$ cat config.mk
export PLATFORM = sky130hd
export DESIGN_NAME = spp_core
export DESIGN_NICKNAME = d
export VERILOG_FILES = /design/src/shared/spp_pkg.sv /design/src/shared/spp_sync_if.sv /design/src/design/spp_core.sv /design/src/design/spp_pin_sync.sv
export SDC_FILE = /design/constraint.sdc
export NUM_CORES = 1
export LEC_CHECK = 0
export BUFFER_PORTS_ARGS = -buffer_cell sky130_fd_sc_hd__buf_2
export CORE_ASPECT_RATIO = 0.7
export CORE_MARGIN = 4
export CORE_UTILIZATION = 54
export DETAILED_ROUTE_END_ITERATION = 6
export GPL_TIMING_DRIVEN = 0
export PLACE_DENSITY = 0.74
export SLEW_MARGIN = 20
export SYNTH_ARGS = -nofsm -noshare
export SYNTH_HDL_FRONTEND = slang
export SYNTH_SLANG_ARGS = --single-unit
$ cat constraint.sdc
create_clock -name i_core_clk -period 2.7 [get_ports i_core_clk]
set_input_delay 0.135 -clock i_core_clk [delete_from_list [all_inputs] [get_ports i_core_clk]]
set_output_delay 0.135 -clock i_core_clk [all_outputs]
set_load 0.03 [all_outputs]
$ cat src/shared/spp_pkg.sv
/*
 * constants for the serial peripheral port: register offsets, field
 * positions, reset values, clock-rate counts and pin vector positions.
 * assumes an 8-bit register port with 8-bit addresses.
 */
`default_nettype none
package spp_pkg;

   localparam int ADDR_W = 8;
   localparam int DATA_W = 8;

   // register offsets
   localparam logic [7:0] OFS_CTRL   = 8'h2C;
   localparam logic [7:0] OFS_STATUS = 8'h2D;
   localparam logic [7:0] OFS_DATA   = 8'h2E;
   localparam logic [7:0] OFS_POWER  = 8'h30;
   localparam logic [7:0] OFS_PINDIR = 8'h31;

   // control register fields
   localparam int CTRL_IRQ_EN   = 7;
   localparam int CTRL_ENABLE   = 6;
   localparam int CTRL_BIT_ORD  = 5;
   localparam int CTRL_CTRLSEL  = 4;
   localparam int CTRL_CPOL     = 3;
   localparam int CTRL_CPHA     = 2;
   localparam int CTRL_RATE_HI  = 1;
   localparam int CTRL_RATE_LO  = 0;
   localparam logic [7:0] CTRL_RST = 8'h00;

   // status register fields
   localparam int STAT_DONE  = 7;
   localparam int STAT_WRITE_COLLISION_FLAG  = 6;
   localparam int STAT_DBL   = 0;

   // power gate: bit 0, reset value lets the port run
   localparam int         PWR_GATE     = 0;
   localparam logic       PWR_GATE_RST = 1'b0;

   // pin direction register: one means driven by the port, except bit 4, which sets the select output level
   localparam int PIN_MOSI   = 0;
   localparam int PIN_MISO   = 1;
   localparam int PIN_SCK    = 2;
   localparam int PIN_SS     = 3;
   localparam int PIN_SS_LVL = 4;
   localparam logic [7:0] PINDIR_RST = 8'h10;

   // half periods of the serial clock in system clocks (/4 /16 /64 /128)
   localparam logic [6:0] HALF_R0 = 7'h02;
   localparam logic [6:0] HALF_R1 = 7'h08;
   localparam logic [6:0] HALF_R2 = 7'h20;
   localparam logic [6:0] HALF_R3 = 7'h40;

   // last edge index per byte in controller mode, last bit index
   localparam logic [3:0] LAST_EDGE = 4'hF;
   localparam logic [2:0] LAST_BIT  = 3'h7;

   // least clock phase a target can sample, in system clocks
   localparam int SCK_MIN_PHASE_CYC = 2;

   // synchroniser depth for pin inputs
   localparam int SYNC_STAGES = 2;

endpackage
`default_nettype wire

$ cat src/shared/spp_sync_if.sv
/*
 * carries raw pin levels into the synchroniser and the settled levels
 * back out. assumes one clock domain on the core side.
 */
`timescale 1ns/10ps
`default_nettype none
interface spp_sync_if;
   logic [3:0] raw;
   logic [3:0] sync;
   modport core (output raw, input sync);
   modport sync_side (input raw, output sync);
endinterface
`default_nettype wire

$ cat src/design/spp_core.sv
/*
 * byte-wide serial peripheral port, controller or target, with register
 * port, clock generator, shifter, receive buffer and pin direction logic.
 * assumes a register master that follows the one-cycle strobe protocol
 * and pins resolved outside from each output and active-low enable.
 */
// Overview of operation
// - controller: data write starts eight-bit shift
// - controller: clock halts, done flag sets
// - done flag with enable raises interrupt
// - full duplex, fixed data line directions
// - last received byte kept in buffer
// - target idle, output released while deselected
// - target loads data, shifts only when selected
// - target sets done flag after full byte
// - target may load before reading received
// - read each byte before next arrives
// - enabled port forces pin directions
// - double rate halves each divider, /4 becomes /2
// - input select low as controller forces target
// - done flag cleared by ack or sequence
// - rate bits divide by 4/16/64/128
// - polarity and phase give four modes
`timescale 1ns/10ps
`default_nettype none
module spp_core
(
   input  wire logic                        i_core_clk,
   input  wire logic                        i_rst,
   input  wire logic                        i_ce,
   input  wire logic [spp_pkg::ADDR_W-1:0]  i_addr,
   input  wire logic [spp_pkg::DATA_W-1:0]  i_wdata,
   input  wire logic                        i_wr,
   input  wire logic                        i_rd,
   output logic      [spp_pkg::DATA_W-1:0]  o_rdata,
   output logic                             o_irq,
   input  wire logic                        i_irq_ack,
   input  wire logic                        i_mosi,
   output logic                             o_mosi,
   output logic                             o_mosi_oe_n,
   input  wire logic                        i_miso,
   output logic                             o_miso,
   output logic                             o_miso_oe_n,
   input  wire logic                        i_sck,
   output logic                             o_sck,
   output logic                             o_sck_oe_n,
   input  wire logic                        i_ss_n,
   output logic                             o_ss_n,
   output logic                             o_ss_n_oe_n
);
   import spp_pkg::*;

   // half period of the controller clock for a rate setting
   function automatic logic [6:0] half_cycles(input logic [1:0] rate,
                                              input logic       dbl);
      logic [6:0] base;
      base = HALF_R0;
      unique case (rate)
         2'd0: base = HALF_R0;
         2'd1: base = HALF_R1;
         2'd2: base = HALF_R2;
         2'd3: base = HALF_R3;
      endcase
      return dbl ? (base >> 1) : base;
   endfunction

   // shift one bit in at the end away from the outgoing bit
   function automatic logic [7:0] shift_in(input logic [7:0] sh,
                                           input logic       b,
                                           input logic       lsb_first);
      return lsb_first ? {b, sh[7:1]} : {sh[6:0], b};
   endfunction

   spp_sync_if sif ();

   spp_pin_sync #(.STAGES(SYNC_STAGES)) u_sync
   (
      .i_core_clk (i_core_clk),
      .i_rst      (i_rst),
      .i_ce       (i_ce),
      .sif        (sif.sync_side)
   );

   assign sif.raw = {i_ss_n, i_sck, i_miso, i_mosi};

   logic [7:0] ctrl_ff;
   logic       dbl_ff;
   logic       gate_ff;
   logic [7:0] pindir_ff;
   logic       flag_ff;
   logic       write_collision_flag_ff;
   logic       arm_ff;
   logic [7:0] rdata_ff;
   logic [7:0] sh_ff;
   logic [7:0] tx_hold_ff;
   logic [7:0] rxbuf_ff;
   logic [2:0] bit_cnt_ff;
   logic       pend_ff;
   logic       samp_ff;
   logic       run_ff;
   logic [3:0] edge_idx_ff;
   logic [6:0] half_cnt_ff;
   logic       sck_ff;
   logic       sck_d_ff;
   logic       ss_d_ff;

   logic       enabled;
   logic       ctrl_mode;
   logic       tgt_mode;
   logic       cpol;
   logic       cpha;
   logic       lsb_first;
   logic       ss_in;
   logic       sck_in;
   logic       wr_ctrl;
   logic       wr_stat;
   logic       wr_data;
   logic       rd_stat;
   logic       rd_data;
   logic       busy;
   logic       start;
   logic       tick;
   logic       lead_ev;
   logic       trail_ev;
   logic       samp_ev;
   logic       setup_ev;
   logic       in_bit;
   logic       byte_done;
   logic       ctrl_end;
   logic       mode_fault;
   logic       flag_set;
   logic       flag_clr;
   logic       ss_rise;
   logic       tgt_sel;

   // decoded control and register strobes
   assign enabled   = ctrl_ff[CTRL_ENABLE] & ~gate_ff;
   assign ctrl_mode = enabled & ctrl_ff[CTRL_CTRLSEL];
   assign tgt_mode  = enabled & ~ctrl_ff[CTRL_CTRLSEL];
   assign cpol      = ctrl_ff[CTRL_CPOL];
   assign cpha      = ctrl_ff[CTRL_CPHA];
   assign lsb_first = ctrl_ff[CTRL_BIT_ORD];
   assign ss_in     = sif.sync[PIN_SS];
   assign sck_in    = sif.sync[PIN_SCK];
   assign wr_ctrl   = i_wr & (i_addr == OFS_CTRL);
   assign wr_stat   = i_wr & (i_addr == OFS_STATUS);
   assign wr_data   = i_wr & (i_addr == OFS_DATA);
   assign rd_stat   = i_rd & (i_addr == OFS_STATUS);
   assign rd_data   = i_rd & (i_addr == OFS_DATA);
   assign tgt_sel   = tgt_mode & ~ss_in;

   // transmit has one buffer, so a byte in flight blocks new data
   assign busy  = run_ff | pend_ff | (bit_cnt_ff != 3'h0);
   assign start = wr_data & ctrl_mode & ~busy & ~mode_fault;

   // select pulled low on an input select pin while controller
   assign mode_fault = ctrl_mode & ~pindir_ff[PIN_SS] & ~ss_in;
   assign ss_rise    = ss_in & ~ss_d_ff;

   // controller clock divider tick
   assign tick = run_ff & (half_cnt_ff == 7'h00);

   // leading and trailing edges, generated or seen on the pin
   always_comb
   begin
      lead_ev  = 1'b0;
      trail_ev = 1'b0;
      if (ctrl_mode)
      begin
         lead_ev  = tick & ~edge_idx_ff[0];
         trail_ev = tick & edge_idx_ff[0];
      end
      else if (tgt_sel)
      begin
         lead_ev  = (sck_in != sck_d_ff) & (sck_d_ff == cpol);
         trail_ev = (sck_in != sck_d_ff) & (sck_d_ff != cpol);
      end
   end

   // sample on one edge, set up on the other
   assign samp_ev  = cpha ? trail_ev : lead_ev;
   assign setup_ev = cpha ? lead_ev : trail_ev;
   assign in_bit   = ctrl_mode ? sif.sync[PIN_MISO]
                               : sif.sync[PIN_MOSI];
   assign byte_done = samp_ev & (bit_cnt_ff == LAST_BIT);
   assign ctrl_end  = tick & (edge_idx_ff == LAST_EDGE);

   // done flag sources and clear paths
   assign flag_set = (ctrl_mode & ctrl_end)
                   | (tgt_mode & byte_done)
                   | mode_fault;
   assign flag_clr = i_irq_ack | (arm_ff & (rd_data | wr_data));

   // interrupt request follows the flag
   assign o_irq = flag_ff & ctrl_ff[CTRL_IRQ_EN];

   // control register; a mode fault overrides the select bit
   always_ff @(posedge i_core_clk or posedge i_rst)
   begin
      if (i_rst)
         ctrl_ff <= CTRL_RST;
      else if (i_ce)
      begin
         if (wr_ctrl)
            ctrl_ff <= i_wdata;
         if (mode_fault)
            ctrl_ff[CTRL_CTRLSEL] <= 1'b0;
      end
   end

   // double rate, power gate and pin directions
   always_ff @(posedge i_core_clk or posedge i_rst)
   begin
      if (i_rst)
      begin
         dbl_ff    <= 1'b0;
         gate_ff   <= PWR_GATE_RST;
         pindir_ff <= PINDIR_RST;
      end
      else if (i_ce)
      begin
         if (wr_stat)
            dbl_ff <= i_wdata[STAT_DBL];
         if (i_wr & (i_addr == OFS_POWER))
            gate_ff <= i_wdata[PWR_GATE];
         if (i_wr & (i_addr == OFS_PINDIR))
            pindir_ff <= i_wdata;
      end
   end

   // done and collision flags: a set in the clearing cycle wins
   always_ff @(posedge i_core_clk or posedge i_rst)
   begin
      if (i_rst)
      begin
         flag_ff <= 1'b0;
         write_collision_flag_ff <= 1'b0;
         arm_ff  <= 1'b0;
      end
      else if (i_ce)
      begin
         if (flag_set)
            flag_ff <= 1'b1;
         else if (flag_clr)
            flag_ff <= 1'b0;
         if (wr_data & busy)
            write_collision_flag_ff <= 1'b1;
         else if (arm_ff & (rd_data | wr_data))
            write_collision_flag_ff <= 1'b0;
         if (rd_stat & flag_ff)
            arm_ff <= 1'b1;
         else if (rd_data | wr_data | i_irq_ack)
            arm_ff <= 1'b0;
      end
   end

   // read data, valid in the cycle after the strobe only
   always_ff @(posedge i_core_clk or posedge i_rst)
   begin
      if (i_rst)
         rdata_ff <= 8'h00;
      else if (i_ce)
      begin
         rdata_ff <= 8'h00;
         if (i_rd)
         begin
            unique case (i_addr)
               OFS_CTRL:   rdata_ff <= ctrl_ff;
               OFS_STATUS: rdata_ff <= {flag_ff, write_collision_flag_ff, 5'h00, dbl_ff};
               OFS_DATA:   rdata_ff <= rxbuf_ff;
               OFS_POWER:  rdata_ff <= {7'h00, gate_ff};
               OFS_PINDIR: rdata_ff <= pindir_ff;
               default:    rdata_ff <= 8'h00;
            endcase
         end
      end
   end

   assign o_rdata = rdata_ff;

   // controller clock generator: sixteen edges then stop
   always_ff @(posedge i_core_clk or posedge i_rst)
   begin
      if (i_rst)
      begin
         run_ff      <= 1'b0;
         edge_idx_ff <= 4'h0;
         half_cnt_ff <= 7'h00;
         sck_ff      <= 1'b0;
      end
      else if (i_ce)
      begin
         if (!ctrl_mode || mode_fault)
         begin
            run_ff <= 1'b0;
            sck_ff <= cpol;
         end
         else if (start)
         begin
            run_ff      <= 1'b1;
            edge_idx_ff <= 4'h0;
            half_cnt_ff <= half_cycles(ctrl_ff[CTRL_RATE_HI:CTRL_RATE_LO],
                                       dbl_ff) - 7'h01;
         end
         else if (tick)
         begin
            sck_ff      <= ~sck_ff;
            edge_idx_ff <= edge_idx_ff + 4'h1;
            half_cnt_ff <= half_cycles(ctrl_ff[CTRL_RATE_HI:CTRL_RATE_LO],
                                       dbl_ff) - 7'h01;
            if (ctrl_end)
               run_ff <= 1'b0;
         end
         else if (run_ff)
            half_cnt_ff <= half_cnt_ff - 7'h01;
         else
            sck_ff <= cpol;
      end
   end

   // edge history of the settled target clock and select
   always_ff @(posedge i_core_clk or posedge i_rst)
   begin
      if (i_rst)
      begin
         sck_d_ff <= 1'b0;
         ss_d_ff  <= 1'b1;
      end
      else if (i_ce)
      begin
         sck_d_ff <= sck_in;
         ss_d_ff  <= ss_in;
      end
   end

   // shifter: sample into a holding bit, shift on the setup edge
   always_ff @(posedge i_core_clk or posedge i_rst)
   begin
      if (i_rst)
      begin
         sh_ff      <= 8'h00;
         tx_hold_ff <= 8'h00;
         bit_cnt_ff <= 3'h0;
         pend_ff    <= 1'b0;
         samp_ff    <= 1'b0;
      end
      else if (i_ce)
      begin
         if (!enabled || mode_fault || (tgt_mode && ss_rise))
         begin
            // drop a partial byte, restore the byte to send
            sh_ff      <= tx_hold_ff;
            bit_cnt_ff <= 3'h0;
            pend_ff    <= 1'b0;
         end
         else if (wr_data && !busy)
         begin
            sh_ff      <= i_wdata;
            tx_hold_ff <= i_wdata;
         end
         else if (samp_ev)
         begin
            if (byte_done)
            begin
               // last bit goes only to the buffer: moving the
               // output line here would race the far end's sample
               bit_cnt_ff <= 3'h0;
               pend_ff    <= 1'b0;
            end
            else
            begin
               samp_ff    <= in_bit;
               pend_ff    <= 1'b1;
               bit_cnt_ff <= bit_cnt_ff + 3'h1;
            end
         end
         else if (setup_ev && pend_ff)
         begin
            sh_ff   <= shift_in(sh_ff, samp_ff, lsb_first);
            pend_ff <= 1'b0;
         end
      end
   end

   // receive buffer overwritten by each completed byte
   always_ff @(posedge i_core_clk or posedge i_rst)
   begin
      if (i_rst)
         rxbuf_ff <= 8'h00;
      else if (i_ce && enabled && byte_done && !mode_fault)
         rxbuf_ff <= shift_in(sh_ff, in_bit, lsb_first);
   end

   // outgoing bit is the end that leaves first
   assign o_mosi = lsb_first ? sh_ff[0] : sh_ff[7];
   assign o_miso = lsb_first ? sh_ff[0] : sh_ff[7];
   assign o_sck  = sck_ff;
   assign o_ss_n = pindir_ff[PIN_SS_LVL];

   // pin direction overrides, enables are active low
   always_comb
   begin
      o_mosi_oe_n = 1'b1;
      o_miso_oe_n = 1'b1;
      o_sck_oe_n  = 1'b1;
      o_ss_n_oe_n = ~pindir_ff[PIN_SS];
      if (ctrl_mode)
      begin
         o_mosi_oe_n = ~pindir_ff[PIN_MOSI];
         o_sck_oe_n  = ~pindir_ff[PIN_SCK];
      end
      else if (tgt_mode)
      begin
         o_ss_n_oe_n = 1'b1;
         o_miso_oe_n = ~(pindir_ff[PIN_MISO] & ~ss_in);
      end
   end

endmodule
`default_nettype wire

$ cat src/design/spp_pin_sync.sv
/*
 * multi-flop synchroniser for the four serial pin inputs.
 * assumes the pins are asynchronous to i_core_clk.
 */
`timescale 1ns/10ps
`default_nettype none
module spp_pin_sync
#(
   parameter int STAGES = spp_pkg::SYNC_STAGES
)
(
   input  wire logic   i_core_clk,
   input  wire logic   i_rst,
   input  wire logic   i_ce,
   spp_sync_if.sync_side sif
);
   import spp_pkg::*;

   logic [3:0] stage_ff [STAGES];

   // fewer than two flops leaves metastability to the logic
   if (STAGES < 2)
   begin : g_chk
      $error("spp_pin_sync needs at least two stages");
   end

   // first stage is read only by the second
   always_ff @(posedge i_core_clk or posedge i_rst)
   begin
      if (i_rst)
      begin
         for (int i = 0; i < STAGES; i++)
            stage_ff[i] <= 4'h0;
      end
      else if (i_ce)
      begin
         stage_ff[0] <= sif.raw;
         for (int i = 1; i < STAGES; i++)
            stage_ff[i] <= stage_ff[i-1];
      end
   end

   assign sif.sync = stage_ff[STAGES-1];

endmodule
`default_nettype wire

## Yosys cells after proc, flatten, opt, wreduce, memory -nomap -nowiden

Cells that the tools add are included.

- Bits in registers: 81
- Input bits: 26
- Output and inout bits: 17
- Logic and storage cells: 205

- $add $sub $neg: 5
- Eq/ne operators: 17
- Mux-type cells: 62
- Bitwise gates (word level): 54
- Reduce and logical (&&, ||, !) cells: 44

Operator list:

| kind | number |
|---|---|
| $mux W7 | 12 |
| $mux W8 | 7 |
| $eq A8 B6 Y1 const B | 5 |
| $pmux W8 S5 | 1 |
| $mux W1 | 34 |
| $and A1 B1 Y1 | 31 |
| $pmux W7 S4 | 1 |
| $reduce_and A3 Y1 | 8 |
| $sub A7 B1 Y7 const B | 3 |
| $reduce_bool A3 Y1 | 6 |
| $not A1 Y1 | 16 |
| $reduce_and A2 Y1 | 8 |
| $mux W3 | 4 |
| $reduce_bool A2 Y1 | 6 |
| $mux W4 | 2 |
| $logic_not A7 Y1 | 1 |
| $or A1 B1 Y1 | 7 |
| $logic_and A1 B1 Y1 | 6 |
| $ne A3 B1 Y1 const B | 2 |
| $mux W5 | 1 |
| $reduce_and A5 Y1 | 1 |
| $add A4 B1 Y4 const B | 1 |
| $eq A2 B2 Y1 const B | 2 |
| $eq A4 B4 Y1 const B | 1 |
| 10 further kinds | 16 |

## Depth between registers and ports, before layout

- Word-level depth: 14
- Depth in mapped cells: 8
- Gate-level depth less buffers: 7

## Cells and area by module

Synthesis repeated with hierarchy kept, for this count alone.

- Cell total of the unflattened synthesis: 398
- Area, all modules: 4,466.8 um^2

Modules (own cells, without submodules):

| module | instances | cells each | area an instance (um^2) | seq. area each (um^2) |
|---|---|---|---|---|
| spp_core | 1 | 376 | 4,101.4 | 1,829.3 |
| spp_pin_sync | 1 | 22 | 365.4 | 200.2 |

## Worst setup path after synthesis

No wires, ideal clock.

- Kind: register -> register
- Start point: register half_cnt_ff[2]
- End point: register rxbuf_ff[0]
- Library setup time: 125 ps
- Data arrival time: 2,033 ps
- Required time: 2,575 ps
- Slack: 542 ps
- Cell stages (with the launch flop): 7
- Path buffers: 1
- Period minus slack after synthesis: 2,158 ps
- Path through: dfrtp_1 or4_4 or2_0 buf_2 o31ai_4 nand3_2 mux2_2

- Cells in the longest elaborated chain, start to end: 8

Ends and longest elaborated chain:

| item | line | text |
|---|---|---|
| from (decl) | spp_core.sv:102 | `logic [6:0] half_cnt_ff;` |
| from (signal assigned) | spp_core.sv:302 | `half_cnt_ff <= half_cycles(ctrl_ff[CTRL_RATE_HI:CTRL_RATE_LO],` |
| from (signal assigned) | spp_core.sv:309 | `half_cnt_ff <= half_cycles(ctrl_ff[CTRL_RATE_HI:CTRL_RATE_LO],` |
| from (signal assigned) | spp_core.sv:315 | `half_cnt_ff <= half_cnt_ff - 7'h01;` |
| $logic_not A7 Y1 (*) | spp_core.sv:161 | `assign tick = run_ff & (half_cnt_ff == 7'h00);` |
| $and A1 B1 Y1 (*) | spp_core.sv:161 |  |
| $and A1 B1 Y1 (on tied branches) | spp_core.sv:170, spp_core.sv:171 |  |
| $mux W1 | spp_core.sv:168 | `if (ctrl_mode)` |
| $mux W1 (*) | spp_core.sv:181 | `assign samp_ev = cpha ? trail_ev : lead_ev;` |
| $and A1 B1 Y1 (*) | spp_core.sv:185 | `assign byte_done = samp_ev & (bit_cnt_ff == LAST_BIT);` |
| $logic_and A1 B1 Y1 (*) (2 in a row) | spp_core.sv:390 | `else if (i_ce && enabled && byte_done && !mode_fault)` |
| to (signal assigned) | spp_core.sv:391 | `rxbuf_ff <= shift_in(sh_ff, in_bit, lsb_first);` |
| to (decl) | spp_core.sv:96 | `logic [7:0] rxbuf_ff;` |

Mark *: on every way between the ends. The rest lies on a longest branch, timed or not.
A chain may end at the register's enable or synchronous reset.

## Final worst setup path

- Start point: register u_sync.stage_ff, in the netlist u_sync.sif.sync[3]
- End point: register tx_hold_ff[3]

- Cells in the longest elaborated chain, start to end: 6

Ends and longest elaborated chain:

| item | line | text |
|---|---|---|
| from (decl) | spp_pin_sync.sv:19 | `logic [3:0] stage_ff [STAGES];` |
| from (signal, indexed assignment) | spp_pin_sync.sv:39 | `stage_ff[i] <= stage_ff[i-1];` |
| $not A1 Y1 | spp_core.sv:157 | `assign mode_fault = ctrl_mode & ~pindir_ff[PIN_SS] & ~ss_in;` |
| $and A1 B1 Y1 | spp_core.sv:157 |  |
| $logic_or A1 B1 Y1 | spp_core.sv:349 | `if (!enabled \|\| mode_fault \|\| (tgt_mode && ss_rise))` |
| $logic_or A1 B1 Y1 (*) | spp_core.sv:349 |  |
| $not A1 Y1 (no line) (*) | n/a |  |
| $reduce_and A3 Y1 (no line) (*) | n/a |  |
| to (signal assigned) | spp_core.sv:359 | `tx_hold_ff <= i_wdata;` |
| to (decl) | spp_core.sv:95 | `logic [7:0] tx_hold_ff;` |

Marked as above.

==> metrics.md <==
| Metric | Value |
|---|---|
| Total number of H-tree levels | 3 |
| Gp weighted congestion | 0.896 |
| Number of buffers created by CTS | 9 |
| Number of library cell types mapped by synthesis | 59 |
| Remaining design rule violation count | 0 |
| Type of the worst min-delay path | input pin to register |
| Number of fill cells | 620 |
| First-iteration detailed-routing DRC count | 308 |
| Synth Area per Inst | 11.0 sq um |
| X dimension of the die | 115 um |
| CTS root buf | sky130_fd_sc_hd__clkbuf_16 |
| Antenna diode count | 0 |
| Final-report hold violation count | 0 |
| Flip-flop and latch count after synthesis | 81 |
| Port Buf Inserts | 41 |
| Fraction of final layout cells with drive strength greater than 1 | 31.0% |
| Wire length reported by the detailed router | 10.8 mm |
| Arrival time at the worst endpoint | 2720 ps |
| Post-route non-filler standard cell count | 556 |
| Sum of buffers and inverters on the critical path | 1 |
| Site row count | 27 |
| Top-level port count | 43 |
| Most common library cell in the layout ignoring fill and taps | sky130_fd_sc_hd__dfrtp_1 |
| Status | complete, no violations |
| Core area | 7840 sq um |
| Summed area of non-filler cells in the final layout | 5090 sq um |
| Post-layout minimum cycle time | 2490 ps |
| Cells taking the most area after synthesis | sky130_fd_sc_hd__dfrtp_1, sky130_fd_sc_hd__mux2_2, sky130_fd_sc_hd__mux2i_1, sky130_fd_sc_hd__o21ai_0, sky130_fd_sc_hd__nand2_1 |
| CP Launch Type | register |
| Cell seen most often among critical-path stages | sky130_fd_sc_hd__nor2_1 |
| Number of global-route vias before repair | 3285 |
| Area of placed instances | 4710 sq um |
| Clock transition at the registers of the reported paths | 60 ps |
| Net count after synthesis | 428 |
| Detail Placement HPWL | 7.76 mm |
| Critical Path Slowest Stage Cell | sky130_fd_sc_hd__clkbuf_1 |
| Setup fix buffers added after clock tree synthesis | 0 |
| Synth-to-layout area growth | 17.2% |
| Syn. warnings | 0 |
| Post-synth design cell area | 4340 sq um |
| Cell-by-cell trace of the critical path | nor2_1 -> a211o_1 -> clkbuf_1 -> nor2_1 -> nand2_1 -> mux2_2 |
| Worst-Margin Slew | 853 ps |
| Critical setup path kind | register to register |
| Relative slew margins | 42.4% |
| Overflow after GRT | 0 |
| TritonCTS clock tree | done |
| Initial Utilization | 55.4% |
| Total Neg Setup Slack | 0 ps |
| Crit. End Element | register |
| Number of max-cap violations | 0 |
| Sequential-to-total area share from yosys stat | 46.7% |
| Commonest non-fill, non-tap cells in the layout | sky130_fd_sc_hd__dfrtp_1, sky130_fd_sc_hd__mux2_2, sky130_fd_sc_hd__buf_2, sky130_fd_sc_hd__o21ai_0, sky130_fd_sc_hd__nand2_1 |
| Top Family by Delay on Critical Path | simple AND/OR/NAND/NOR gates |
| Highest fanout seen on the critical path | 10 |
| Lkg Pwr | 2.36 nW |
| Cell Count Post-Placement | 539 |
| Total die area | 9570 sq um |
| Initial antenna violation count | 0 |
| Global router's overall resource usage | 23.4% |
| Final Max Slew Viols | 0 |
| Post-Synthesis Cells | 396 |
| Number of flops mapped to enable cells by yosys | 0 |
| Sink count of the clock tree | 81 |
| Number of setup violations in the final report | 0 |
| First-pass GRT wire length | 17.3 mm |
| Pin count of the biggest net entering global routing | 57 |
| Vias per cell | 6.25 |
| First-pass detailed-route iteration total | 5 |
| Req. time, crit path | 2920 ps |
| Vertical die dimension | 83.0 um |
| Count of antenna-violating nets left after detailed routing | 0 |
| Pwr Density | 569 nW/um^2 |
| Routed via count | 3477 |
| Max Clk Rate | 401 MHz |
| Prevailing post-synth register cell | sky130_fd_sc_hd__dfrtp_1 |
| Worst skew pair latency | 340 ps |
| Asr flop ratio synth | 100% |
| Number of buffers between clock root and the deepest sink | 2 |
| RSZ-0062 raised after global routing | no |
| Fraction of post-synthesis cell area in the top cell type by area | 45.5% |
| Final #Nets | 482 |
| Delay of the slowest cell on the worst path | 470 ps |
| Area leader, netlist | sky130_fd_sc_hd__dfrtp_1 |
| Wire per inst | 19.4 um |
| Worst clock skew | 5.25 ps |
| Worst vdd rail ir drop | 0.000513 V |
| Final worst path period share | 92.4% |
kinds of logic after synthesis:
group                    after synthesis  share of synthesized area [%]
AND/OR/NAND/NOR                       99                           12.9
AO/OA/AOI/OAI                         88                           13.3
multiplexers                          83                           21.0
flip-flops                            81                           46.7
buffers and inverters                 36                           3.37
adder cells (fa/ha/maj)                6                           1.73
XOR/XNOR                               3                          0.922
report_power, final:
group	switching (mW)	total, mW	internal, mW
sequential	0.0275	1.27	1.25
combinational	0.111	0.186	0.0754
clock	0.506	1.44	0.932
total	0.644	2.90	2.25
per-stage QoR:
stage	utilization [%]	worst slack [ps]	hold slack, ps	total power, mW
6_report	65.0	205	24.1	2.90
3_5_place_dp	60.0	-199	141	1.48
5_1_grt	65.0	50.2	20.4	2.99
3_3_place_gp	59.7	-455	368	1.47
2_1_floorplan	-	488	252	1.40
4_1_cts	64.8	73.9	18.4	2.91
routing by layer:
| metal | wire, um | vias up | global-route usage [%] | share of wire (%) |
|---|---|---|---|---|
| li1 | - | 1568 | - | - |
| met1 | 5170 | 1749 | 35.5 | 48 |
| met2 | 4680 | 150 | 32.4 | 43 |
| met3 | 840 | 10 | 7.43 | 7.8 |
| met4 | 100 | 0 | 5.65 | 0.93 |
| met5 | 0 | - | 0 | 0 |
Yosys cell counts (3+ instances only):
| master | count |
|---|---|
| sky130_fd_sc_hd__o22ai_1 | 9 |
| sky130_fd_sc_hd__nand4_1 | 6 |
| sky130_fd_sc_hd__a21oi_1 | 12 |
| sky130_fd_sc_hd__a22o_1 | 6 |
| sky130_fd_sc_hd__o211ai_1 | 5 |
| sky130_fd_sc_hd__o21ai_0 | 30 |
| sky130_fd_sc_hd__nand2_1 | 25 |
| sky130_fd_sc_hd__buf_2 | 3 |
| sky130_fd_sc_hd__mux2i_1 | 17 |
| sky130_fd_sc_hd__nor3_1 | 5 |
| sky130_fd_sc_hd__nand3b_1 | 4 |
| sky130_fd_sc_hd__mux2_2 | 66 |
| sky130_fd_sc_hd__a22oi_1 | 6 |
| sky130_fd_sc_hd__nor2b_1 | 4 |
| sky130_fd_sc_hd__nand3_1 | 7 |
| sky130_fd_sc_hd__nand4b_1 | 3 |
| sky130_fd_sc_hd__dfrtp_1 | 79 |
| sky130_fd_sc_hd__inv_1 | 19 |
| sky130_fd_sc_hd__nor2_1 | 21 |
| sky130_fd_sc_hd__ha_1 | 6 |
| sky130_fd_sc_hd__clkbuf_1 | 10 |
flip-flops by register name, summed over array words and instances (netlist names), 3 cells and up:
register / count
pindir_ff: 8
half_cnt_ff: 7
bit_cnt_ff: 3
edge_idx_ff: 4
u_sync.sif.sync: 4
rxbuf_ff: 8
tx_hold_ff: 8
o_rdata: 8
u_sync.stage_ff: 4
ctrl_ff: 8
sh_ff: 8
path summary, 6_finish.rpt:
path | start | endpoint | slack, ps | depth (start not counted)
min reg2reg | half_cnt_ff[6] | half_cnt_ff[6] | 490 | 1
max in group asynchronous | i_rst | pindir_ff[4] | 1730 | 4
max reg2reg | u_sync.sif.sync[3] | tx_hold_ff[3] | 210 | 6
min in group asynchronous | i_rst | edge_idx_ff[3] | 330 | 3
max | u_sync.sif.sync[3] | tx_hold_ff[3] | 210 | 6
min | i_ss_n | u_sync.stage_ff[7] | 20 | 2
layout make-up:
type,instances,area (sq um),share of cell area [%]
clock inverters,6,114,2.24
inverters,19,73.8,1.45
repair buffers,43,243,4.77
plain buffers,17,75.1,1.47
flip-flops and latches,81,2030,39.9
multi-input cells,279,2190,43.0
well taps,101,126,2.48
clock buffers,10,239,4.69
timing repair:
item | CTS | global route
endpoints found under the setup margin | 23 | 11
gates cloned | 0 | 0
hold buffers | 1 | 0
endpoints found under the hold margin | 25 | 0
resized for setup | 1 | 2
worst reg2reg max path, delay by kind of cell (launching register included):
| kind | cells | cell delay, ps |
|---|---|---|
| AO/OA/AOI/OAI | 1 | 220 |
| flip-flops | 1 | 460 |
| multiplexers | 1 | 390 |
| AND/OR/NAND/NOR | 3 | 840 |
| buffers and inverters | 1 | 470 |
Note: power is estimated with default switching activity, not from simulation.
